## src/core/rrx_consts.vh

```
// constants for the return and rotate execution block
`ifndef RRX_CONSTS_VH
`define RRX_CONSTS_VH
`define RRX_OP_RESET 14'h0001
`define RRX_OP_RETURN 14'h0008
`define RRX_OP_RETURN_FROM_INTERRUPT 14'h0009
`define RRX_OP_FULL_MASK 14'h3fff
`define RRX_RETURN_WITH_LITERAL_MASK 14'h3f00
`define RRX_RETURN_WITH_LITERAL_CODE 14'h3400
`define RRX_ROTATE_LEFT_CARRY_MASK 14'h3f00
`define RRX_ROTATE_LEFT_CARRY_CODE 14'h0d00
`define RRX_ROTATE_LEFT_CARRY_DEST_BIT 7
`define RRX_ADDR_W 4'h0
`define RRX_ADDR_STATUS 4'h1
`define RRX_ADDR_INTCTL 4'h2
`define RRX_ADDR_PWRCTL 4'h3
`define RRX_ADDR_PC 4'h4
`define RRX_ADDR_EXEC 4'h5
`define RRX_GLOBAL_IRQ_ENABLE_BIT 7
`define RRX_SOFTWARE_RESET_FLAG_BIT 2
`define RRX_CARRY_BIT 0
`define RRX_W_RESET 8'h00
`define RRX_PC_RESET 15'h0000
`define RRX_SOFTWARE_RESET_FLAG_RESET 1'h1
`define RRX_RET_CYCLES 2
`endif

```

## src/core/rrx_rotate.v

```verilog
// rotate left through carry, result and carry out only
`timescale 1ns/1ps
`default_nettype none
module rrx_rotate (
    input wire [7:0] i_operand,
    input wire i_carry,
    output wire [7:0] o_result,
    output wire o_carry
);
    assign o_result = {i_operand[6:0], i_carry};
    assign o_carry = i_operand[7];
endmodule // rrx_rotate
`default_nettype wire

```

## src/core/rrx_exec.v

```verilog
// execution unit for software reset, returns and rotate left
`timescale 1ns/1ps
`default_nettype none
`include "rrx_consts.vh"
module rrx_exec (
    input wire i_clk,
    input wire i_resetn,
    input wire i_instr_valid,
    input wire [13:0] i_instr,
    input wire [14:0] i_stack_top,
    input wire [7:0] i_file_data,
    input wire [3:0] i_addr,
    input wire [7:0] i_wdata,
    input wire i_wr,
    input wire i_rd,
    output reg [7:0] o_rdata,
    output reg o_soft_reset,
    output reg o_stack_pop,
    output reg o_pc_load,
    output reg [14:0] o_pc_value,
    output reg o_file_we,
    output reg [6:0] o_file_addr,
    output reg [7:0] o_file_wdata,
    output reg [7:0] o_w,
    output reg o_carry,
    output reg o_global_irq_enable,
    output reg o_busy
);
    localparam [1:0] S_RUN = 2'h1;
    localparam [1:0] S_RET = 2'h2;

    reg [1:0] state_reg;
    reg [1:0] state_next;
    reg software_reset_flag_reg;
    wire take;
    wire is_reset;
    wire is_return;
    wire is_return_from_interrupt;
    wire is_return_with_literal;
    wire is_rotate_left_carry;
    wire is_ret;
    wire rot_to_file;
    wire rot_to_w;
    wire [7:0] rot_result;
    wire rot_carry;
    wire wr_w;
    wire wr_status;
    wire wr_intctl;
    wire wr_pwrctl;

    // opcode match under a mask
    function match;
        input [13:0] instr;
        input [13:0] mask;
        input [13:0] code;
        begin
            match = ((instr & mask) == code);
        end
    endfunction

    // bus write strobe aimed at one register address
    function wr_hit;
        input wr;
        input [3:0] addr;
        input [3:0] target;
        begin
            wr_hit = wr & (addr == target);
        end
    endfunction

    assign take = i_instr_valid & state_reg[0];
    assign is_reset = take & match(i_instr, `RRX_OP_FULL_MASK,
        `RRX_OP_RESET);
    assign is_return = take & match(i_instr, `RRX_OP_FULL_MASK,
        `RRX_OP_RETURN);
    assign is_return_from_interrupt = take & match(i_instr,
        `RRX_OP_FULL_MASK, `RRX_OP_RETURN_FROM_INTERRUPT);
    assign is_return_with_literal = take & match(i_instr,
        `RRX_RETURN_WITH_LITERAL_MASK, `RRX_RETURN_WITH_LITERAL_CODE);
    assign is_rotate_left_carry = take & match(i_instr,
        `RRX_ROTATE_LEFT_CARRY_MASK, `RRX_ROTATE_LEFT_CARRY_CODE);
    assign is_ret = is_return | is_return_from_interrupt |
        is_return_with_literal;
    assign rot_to_file = is_rotate_left_carry &
        i_instr[`RRX_ROTATE_LEFT_CARRY_DEST_BIT];
    assign rot_to_w = is_rotate_left_carry &
        ~i_instr[`RRX_ROTATE_LEFT_CARRY_DEST_BIT];
    assign wr_w = wr_hit(i_wr, i_addr, `RRX_ADDR_W);
    assign wr_status = wr_hit(i_wr, i_addr, `RRX_ADDR_STATUS);
    assign wr_intctl = wr_hit(i_wr, i_addr, `RRX_ADDR_INTCTL);
    assign wr_pwrctl = wr_hit(i_wr, i_addr, `RRX_ADDR_PWRCTL);

    rrx_rotate u_rotate (
        .i_operand(i_file_data),
        .i_carry(o_carry),
        .o_result(rot_result),
        .o_carry(rot_carry)
    );

    // two-cycle return sequencing
    always @* begin
        state_next = state_reg;
        case (state_reg)
            S_RUN: begin
                if (is_ret) begin
                    state_next = S_RET;
                end
            end
            S_RET: begin
                state_next = S_RUN;
            end
            default: begin
                state_next = S_RUN;
            end
        endcase
    end

    // state and busy flag
    always @(posedge i_clk) begin
        if (!i_resetn) begin
            state_reg <= S_RUN;
            o_busy <= 1'h0;
        end else begin
            state_reg <= state_next;
            o_busy <= state_next[1];
        end
    end

    // one-cycle request pulses
    always @(posedge i_clk) begin
        if (!i_resetn) begin
            o_soft_reset <= 1'h0;
            o_stack_pop <= 1'h0;
            o_pc_load <= 1'h0;
            o_file_we <= 1'h0;
        end else begin
            o_soft_reset <= is_reset;
            o_stack_pop <= is_ret;
            o_pc_load <= is_ret;
            o_file_we <= rot_to_file;
        end
    end

    // new program counter, held between returns
    always @(posedge i_clk) begin
        if (!i_resetn) begin
            o_pc_value <= `RRX_PC_RESET;
        end else if (is_ret) begin
            o_pc_value <= i_stack_top;
        end
    end

    // file write address and data, held between rotates
    always @(posedge i_clk) begin
        if (!i_resetn) begin
            o_file_addr <= 7'h00;
            o_file_wdata <= 8'h00;
        end else if (is_rotate_left_carry) begin
            o_file_addr <= i_instr[6:0];
            o_file_wdata <= rot_result;
        end
    end

    // working register, instruction writes win over the bus
    always @(posedge i_clk) begin
        if (!i_resetn) begin
            o_w <= `RRX_W_RESET;
        end else if (is_return_with_literal) begin
            o_w <= i_instr[7:0];
        end else if (rot_to_w) begin
            o_w <= rot_result;
        end else if (wr_w) begin
            o_w <= i_wdata;
        end
    end

    // carry flag, the rotate wins over a bus write
    always @(posedge i_clk) begin
        if (!i_resetn) begin
            o_carry <= 1'h0;
        end else if (is_rotate_left_carry) begin
            o_carry <= rot_carry;
        end else if (wr_status) begin
            o_carry <= i_wdata[`RRX_CARRY_BIT];
        end
    end

    // global interrupt enable, the return from interrupt sets it over a bus write
    always @(posedge i_clk) begin
        if (!i_resetn) begin
            o_global_irq_enable <= 1'h0;
        end else if (is_return_from_interrupt) begin
            o_global_irq_enable <= 1'h1;
        end else if (wr_intctl) begin
            o_global_irq_enable <= i_wdata[`RRX_GLOBAL_IRQ_ENABLE_BIT];
        end
    end

    // software reset flag, the clear wins over a bus write
    always @(posedge i_clk) begin
        if (!i_resetn) begin
            software_reset_flag_reg <= `RRX_SOFTWARE_RESET_FLAG_RESET;
        end else if (is_reset) begin
            software_reset_flag_reg <= 1'h0;
        end else if (wr_pwrctl) begin
            software_reset_flag_reg <=
                i_wdata[`RRX_SOFTWARE_RESET_FLAG_BIT];
        end
    end

    // register read port, data one cycle after the strobe
    always @(posedge i_clk) begin
        if (!i_resetn) begin
            o_rdata <= 8'h00;
        end else if (i_rd) begin
            if (i_addr == `RRX_ADDR_W) begin
                o_rdata <= o_w;
            end else if (i_addr == `RRX_ADDR_STATUS) begin
                o_rdata <= {7'h00, o_carry};
            end else if (i_addr == `RRX_ADDR_INTCTL) begin
                o_rdata <= {o_global_irq_enable, 7'h00};
            end else if (i_addr == `RRX_ADDR_PWRCTL) begin
                o_rdata <= {5'h00, software_reset_flag_reg, 2'h0};
            end else if (i_addr == `RRX_ADDR_PC) begin
                o_rdata <= o_pc_value[7:0];
            end else if (i_addr == `RRX_ADDR_EXEC) begin
                o_rdata <= {7'h00, o_busy};
            end else begin
                o_rdata <= 8'h00;
            end
        end else begin
            o_rdata <= 8'h00;
        end
    end
endmodule // rrx_exec
`default_nettype wire

```

## config.mk

```make
export PLATFORM = sky130hd
export DESIGN_NAME = rrx_exec
export DESIGN_NICKNAME = d
export VERILOG_FILES = /design/src/core/rrx_rotate.v /design/src/core/rrx_exec.v
export VERILOG_INCLUDE_DIRS = /design/src /design/src/core
export SDC_FILE = /design/constraint.sdc
export NUM_CORES = 1
export LEC_CHECK = 0
export ABC_AREA = 1
export BUFFER_PORTS_ARGS = -buffer_cell sky130_fd_sc_hd__buf_2
export CAP_MARGIN = 10
export CELL_PAD_IN_SITES_DETAIL_PLACEMENT = 0
export CELL_PAD_IN_SITES_GLOBAL_PLACEMENT = 1
export CORE_MARGIN = 10
export CORE_UTILIZATION = 30
export DETAILED_ROUTE_END_ITERATION = 10
export PLACE_DENSITY_LB_ADDON = 0.2
export RECOVER_POWER = 100
export SYNTH_ARGS = -nofsm -noshare
export SYNTH_HDL_FRONTEND = slang
export SYNTH_SLANG_ARGS = --single-unit
```

## constraint.sdc

```tcl
create_clock -name i_clk -period 1.5 [get_ports i_clk]
set_clock_uncertainty 0.2 [all_clocks]
set_input_delay 0.3 -clock i_clk [delete_from_list [all_inputs] [get_ports i_clk]]
set_output_delay 0.3 -clock i_clk [all_outputs]
set_load 0.01 [all_outputs]
```

==> impl_results.md, run 1 <==
- Final hold vios: 0
- Crit start category: flop
- Largest Register: o_pc_value
- Total track usage: 0.132
- Mapped cell area: 2810 um2
- Share of layout cells above drive strength 1: 0.293
- Avg WL per Cell: 14.2 um
- Pin count of the biggest net entering global routing: 18
- Clock net sink count: 54
- Num CTS Buffers: 5
- Power per standard cell area: 668 nW/um2
- CTS clk-pin slew, worst paths: 100 ps
- Lkg Pwr: 2.09 nW
- Io pins: 107
- Hold buffers post-CTS: 0
- Row cnt: 35
- Fin util: 0.424
- Post-synthesis mux area share: 0
- Grt ovf: 0
- Die span in x: 117 um
- CP max FO: 5
- RSZ-0062 raised after global routing: yes
- First-pass DRT Iterations: 4
- Synth Area in Adders: 0
- DIE AREA: 13600 um2
- Final worst-path setup slack: 40.0 ps
- Worst Hold Margin: 37.6 ps
- Final period utilization: 0.973
- Status: finished clean
- Number of I/O port buffers: 106
- Die H: 117 um
- Dpl ws: -241 ps
- Largest family of logic cells by synthesized area: simple AND/OR/NAND/NOR gates
- Fin. max-slew vios: 0
- Antenna Violating Nets Remaining: 0
- Clock root buffer: clkbuf_8
- P&R area growth vs syn: 38.7%
- Post-synthesis register bit count: 54
- Crit-path cells: nand2_4 > nor2_4 > nand3_4 > buf_6 > nand2_2 > nand3_2 > a21oi_2
- Vias: 2893
- Yosys top cell area share: 0.385
- Starting Density: 0.306
- Synth warnings: 0
- Fin area: 3900 um2
- Slowest CP cell: dfxtp_2
- Cells after Synth: 400
- Dpl hpwl: 7.30 mm
- Required time of the critical path: 1550 ps
- Worst VDD drop: 0.411 mV
- RePlAce Congestion: 0.834
- Slew HR: 0.799
- Vias in the first global route: 2941
- Worst slew pin tran: 300 ps
- Post-Route WL: 9.21 mm
- Part of the Yosys area used for sequential elements: 0.385
- Post-Syn Area per Cell: 7.03 um2
- Data arrival, critical path: 1510 ps
- CP peak stage delay: 370 ps
- TritonCTS clock tree: built
- XOR/XNOR share of the synthesized area: 0
- Detailed Route Iter0 Violations: 112
- Netlist cell types: 35
- Via/cell ratio: 4.44
- Simple-gate share of the synthesized area: 0.340
- Post-DP Area: 3690 um2
- Post-synth net total: 454
- Clock buffer depth: 2
- MaxCap Viol Count: 0
- Fmax: 685 MHz
- Final Critical Period: 1460 ps
- Number of diodes: 0
- Max FFs per register: 15
- Compound-gate portion of the synthesized area: 0.118
- First-pass GRT wire length: 14.2 mm
- Synth area leaders: dfxtp_1, inv_1, nand2_1
- Nets: 594
- Worst hold path type: primary input to flop
- Area of the core: 9200 um2
- Dominant cell type by area after synthesis: dfxtp_1
- Initial antenna violation count: 0
- Later-pin clock latency in the skew report: 310 ps
- # setup viols final: 0
- Worst Setup End Kind: flop
- # H-tree levels: 2
- DRC viols: 0
- Critical path class: flop to flop
cell type report:
type                    count  area [um2]
inverters                  92         348
repair buffers            146         836
flip-flops and latches     54        1080
multi-input cells         241        1420
clock buffers               7        76.3
well taps                 111         139
fillers                  1050        5300
cells in the final DEF (no fill, tap or decap), drive strengths merged:
| cell type | count |
|---|---|
| nor4 | 1 |
| nand3b | 1 |
| nand3 | 32 |
| buf | 101 |
| nor3 | 5 |
| a21oi | 22 |
| o21ai | 26 |
| nand2 | 74 |
| a211oi | 2 |
| o2bb2ai | 1 |
| clkinv | 3 |
| dfxtp | 54 |
| or2 | 1 |
| inv | 89 |
| nand4 | 27 |
| o211ai | 1 |
| clkbuf | 52 |
| o2111ai | 1 |
| o221ai | 1 |
| nor2 | 46 |
cell usage after synthesis:
master,number
a211oi_1,2
nand2_4,3
dfxtp_1,54
nor4_1,1
inv_1,87
nor2_1,41
o2111ai_1,1
o21ai_2,4
or2_1,1
nor2_4,3
o21ai_1,5
nand3_2,2
buf_4,2
a21oi_1,15
buf_6,2
nor2_8,2
a21oi_2,7
nand3_1,25
o221ai_1,1
nand4_1,27
nand3b_1,1
clkbuf_1,3
nand2_2,2
nor3_4,1
o2bb2ai_1,1
inv_2,2
nand2_1,69
buf_8,1
buf_1,1
nor3_1,4
clkinv_1,3
buf_2,6
o21ai_0,17
nand3_4,3
o211ai_1,1
final timing paths:
kind,slack [ps],startpoint,endpoint,depth (start not counted)
hold / removal,40,i_file_data[2],o_file_wdata[3]$_SDFFE_PN0N_,3
hold reg to reg,290,o_file_wdata[7]$_SDFFE_PN0N_,o_file_wdata[7]$_SDFFE_PN0N_,2
setup reg to reg,40,state_reg[0]$_SDFFE_PN1P_,o_w[5]$_SDFFE_PN0P_,7
setup / recovery,40,state_reg[0]$_SDFFE_PN1P_,o_w[5]$_SDFFE_PN0P_,7
power breakdown:
group | switching [mW] | leakage (nW) | internal [mW]
logic | 0.204 | 1.62 | 0.155
clock network | 0.464 | 0.0383 | 0.323
registers | 0.0114 | 0.435 | 1.45
total | 0.679 | 2.09 | 1.93
routing by layer:
metal  share of wire  vias to the layer above  global-route usage
met3           0.073                        6              0.0423
met5               0                        -                   0
met2            0.47                       71               0.219
li1                -                     1541                   -
met1            0.45                     1275               0.163
met4           0.010                        0              0.0321
critical path, delay by kind of cell, from the launching register on:
kind	cells	cell delay (ps)
and+or+nand+nor	5	540
buffers and inverters	1	170
DFF	1	370
AOI/OAI and AO/OA	1	130
through the flow:
stage                     instances  total power, mW  setup TNS, ps
after floorplan                 400             1.65              0
after global placement          638             1.83          -4730
after detailed placement        638             1.84          -5440
after CTS                       646             2.63              0
after global routing            651             2.73           -182
final                           651             2.61              0
repair_timing:
item                                    in CTS  in global routing
gates resized for setup                     10                 29
endpoints found under the setup margin      34                 36
cloned                                       1                  1
buffers inserted                             0                  4
pin swaps                                    2                  9
kinds of logic after synthesis:
group / after synthesis
AOI/OAI and AO/OA: 54
buffers and inverters: 107
and+or+nand+nor: 185
DFF: 54
No activity file was read; power rests on OpenSTA's default activity.
==> run 2: changes to the inputs <==
--- a/config.mk
+++ b/config.mk
@@ -16,6 +16,7 @@
 export DETAILED_ROUTE_END_ITERATION = 10
 export PLACE_DENSITY_LB_ADDON = 0.2
 export RECOVER_POWER = 100
+export REMOVE_ABC_BUFFERS = 1
 export SYNTH_ARGS = -nofsm -noshare
 export SYNTH_HDL_FRONTEND = slang
 export SYNTH_SLANG_ARGS = --single-unit
==> run 2 against run 1 <==
Effect of this change:
- the flow now finishes with violations (setup timing)
- total power is 3.4% higher
- via count is 2.3% higher
- highest routed layer unchanged
- critical path type unchanged
- wire length is 0.71% higher
- sequential share of layout area is 0.98 points lower
- sequential power hardly changed
- non-clock buffer count is 8 higher
==> impl_results.md, run 2 (synthesis gave the netlist of run 1 again) <==
- Pin count of the biggest net entering global routing: 21 (+3)
- P&R area growth vs syn: 43.8%
- Io pins: 107 (unchanged)
- TritonCTS clock tree: built
- Fin area: 4040 um2 (+3.7%)
- Hold buffers post-CTS: 0 (unchanged)
- Status: finished with violations
- Worst Setup End Kind: flop
- Dpl hpwl: 7.30 mm (about the same)
- Failing checks: setup timing
- Max FFs per register: 15 (unchanged)
- Post-DP Area: 3740 um2 (+1.4%)
- Power per standard cell area: 667 nW/um2 (-0.21%)
- Avg WL per Cell: 14.1 um (-0.52%)
- Area of the core: 9200 um2 (unchanged)
- Die H: 117 um (unchanged)
- Data arrival, critical path: 1530 ps (+20 ps)
- Power Total: 2.69 mW (+3.4%)
- Worst r2r src: state_reg[0]$_SDFFE_PN1P_
- Total track usage: 0.130 (-0.00257)
- Final worst-path setup slack: -13.1 ps (-53.1 ps)
- Final period utilization: 1.01 (+0.0354)
- Die span in x: 117 um (unchanged)
- Nets: 601 (+1.2%)
- Clock net sink count: 54 (unchanged)
- DIE AREA: 13600 um2 (unchanged)
- Setup slack, reg-to-reg: -10 ps (-50 ps)
- RePlAce Congestion: 0.777 (-6.8%)
- GRT met3 Usage: 0.0347 (-0.00765)
- # setup viols final: 5 (+5)
- Fillers: 1012 (-3.6%)
- Crit start category: flop
- Slew HR: 0.722 (-0.0773)
- Met2 usage: 0.219 (-0.000375)
- Lkg Pwr: 2.09 nW (-0.31%)
- CTS clk-pin slew, worst paths: 100 ps (about the same)
- Worst slew pin tran: 417 ps (+117 ps)
- First-pass GRT wire length: 14.1 mm (-0.58%)
- Global Route met1 Usage: 0.159 (-0.00437)
- First-pass DRT Iterations: 4 (unchanged)
- Grt ovf: 0 (unchanged)
- Worst Setup SP: state_reg[0]$_SDFFE_PN1P_
- # H-tree levels: 2 (unchanged)
- End point of the critical path: o_pc_value[5]$_SDFFE_PN0P_
- Reg2Reg Capture Point: o_pc_value[5]$_SDFFE_PN0P_
- Largest Register: o_pc_value
- Final hold vios: 0 (unchanged)
- Setup TNS: -39.0 ps (-39.0 ps)
- Most frequent cells in the layout: inv_1, buf_2, dfxtp_1
- Number of I/O port buffers: 106 (unchanged)
- Dpl ws: -186 ps (+55.0 ps)
- Final Critical Period: 1510 ps (+53.1 ps)
- Number of diodes: 0 (unchanged)
- GR peak layer: met2
- Starting Density: 0.306 (unchanged)
- Required time of the critical path: 1510 ps (-40 ps)
- CP max FO: 7 (+2)
- Post-Route WL: 9.28 mm (+0.71%)
- Fin. max-slew vios: 0 (unchanged)
- Antenna Violating Nets Remaining: 0 (unchanged)
- Worst VDD drop: 0.375 mV (-8.9%)
- Num CTS Buffers: 5 (unchanged)
- Clock root buffer: clkbuf_8
- Detailed Route Iter0 Violations: 112 (unchanged)
- Vias: 2959 (+2.3%)
- Initial antenna violation count: 0 (unchanged)
- Later-pin clock latency in the skew report: 320 ps (about the same)
- Share of layout cells above drive strength 1: 0.334 (+0.0413)
- Via/cell ratio: 4.49 (+1.0%)
- Commonest non-fill, non-tap cell in the layout: inv_1
- RSZ-0062 raised after global routing: yes
- Row cnt: 35 (unchanged)
- R2R depth: 9 (+2)
- DRC viols: 0 (unchanged)
- MaxCap Viol Count: 0 (unchanged)
- Critical path class: flop to flop
- Vias in the first global route: 2873 (-2.3%)
- Clock buffer depth: 2 (unchanged)
- Worst hold path type: primary input to flop
- Fmax: 661 MHz (-3.5%)
==> run 2: layer usage <==
| metal | part of all wire | vias to the layer above |
|---|---|---|
| li1 | - | 1556 |
| met1 | 0.44 | 1331 |
| met2 | 0.48 | 63 |
| met3 | 0.066 | 9 |
| met4 | 0.011 | 0 |
| met5 | 0 | - |
==> run 2: worst max-delay path: stages (launching register included) <==
cell and delay [ps]:
dfxtp_2 370, buf_6 100, nand4_1 100, inv_2 110
nand3_4 110, nand3_4 120, clkbuf_16 170, nand2_2 50
inv_2 40, nor2_1 30
==> run 2: worst min-delay path by stage <==
stage,from,endpoint,slack [ps],cells past startpoint
floorplan,i_resetn,software_reset_flag_reg$_SDFFE_PN1P_,170,1
global placement,o_file_addr[3]$_SDFFE_PN0N_,o_file_addr[3]$_SDFFE_PN0N_,260,2
detailed placement,o_file_wdata[7]$_SDFFE_PN0N_,o_file_wdata[7]$_SDFFE_PN0N_,270,2
CTS,i_file_data[4],o_file_wdata[5]$_SDFFE_PN0N_,40,3
global route,i_wdata[2],software_reset_flag_reg$_SDFFE_PN1P_,50,3
finish,i_file_data[4],o_file_wdata[5]$_SDFFE_PN0N_,40,3
==> run 2: per-stage QoR <==
step	std cells	hold slack, ps	utilization
after floorplan	385	169	-
after global placement	645	262	0.407
after detailed placement	645	272	0.407
after CTS	654	37.4	0.420
after global routing	659	47.4	0.439
final	659	38.2	0.439
==> run 2: timing repair <==
action | 4_1_cts | 5_1_grt
setup buffers | 0 | 2
endpoints found under the setup margin | 38 | 37
pin swaps | 3 | 5
gates resized for setup | 5 | 66
hold endpoints to repair | 0 | 0
gates cloned | 1 | 3
==> run 2: cell type report <==
type	instances	area, um2	share of cell area
Sequential cell	54	1080	0.268
Timing Repair Buffer	154	932	0.231
Tap cell	111	139	0.0344
Clock buffer	6	82.6	0.0204
Multi-Input combinational cell	240	1440	0.357
Clock inverter	2	12.5	0.00310
Inverter	92	350	0.0867
==> run 2: where the power goes <==
group          switching [mW]  internal (mW)
Clock                   0.495          0.373
Sequential             0.0130           1.45
Combinational           0.208          0.158
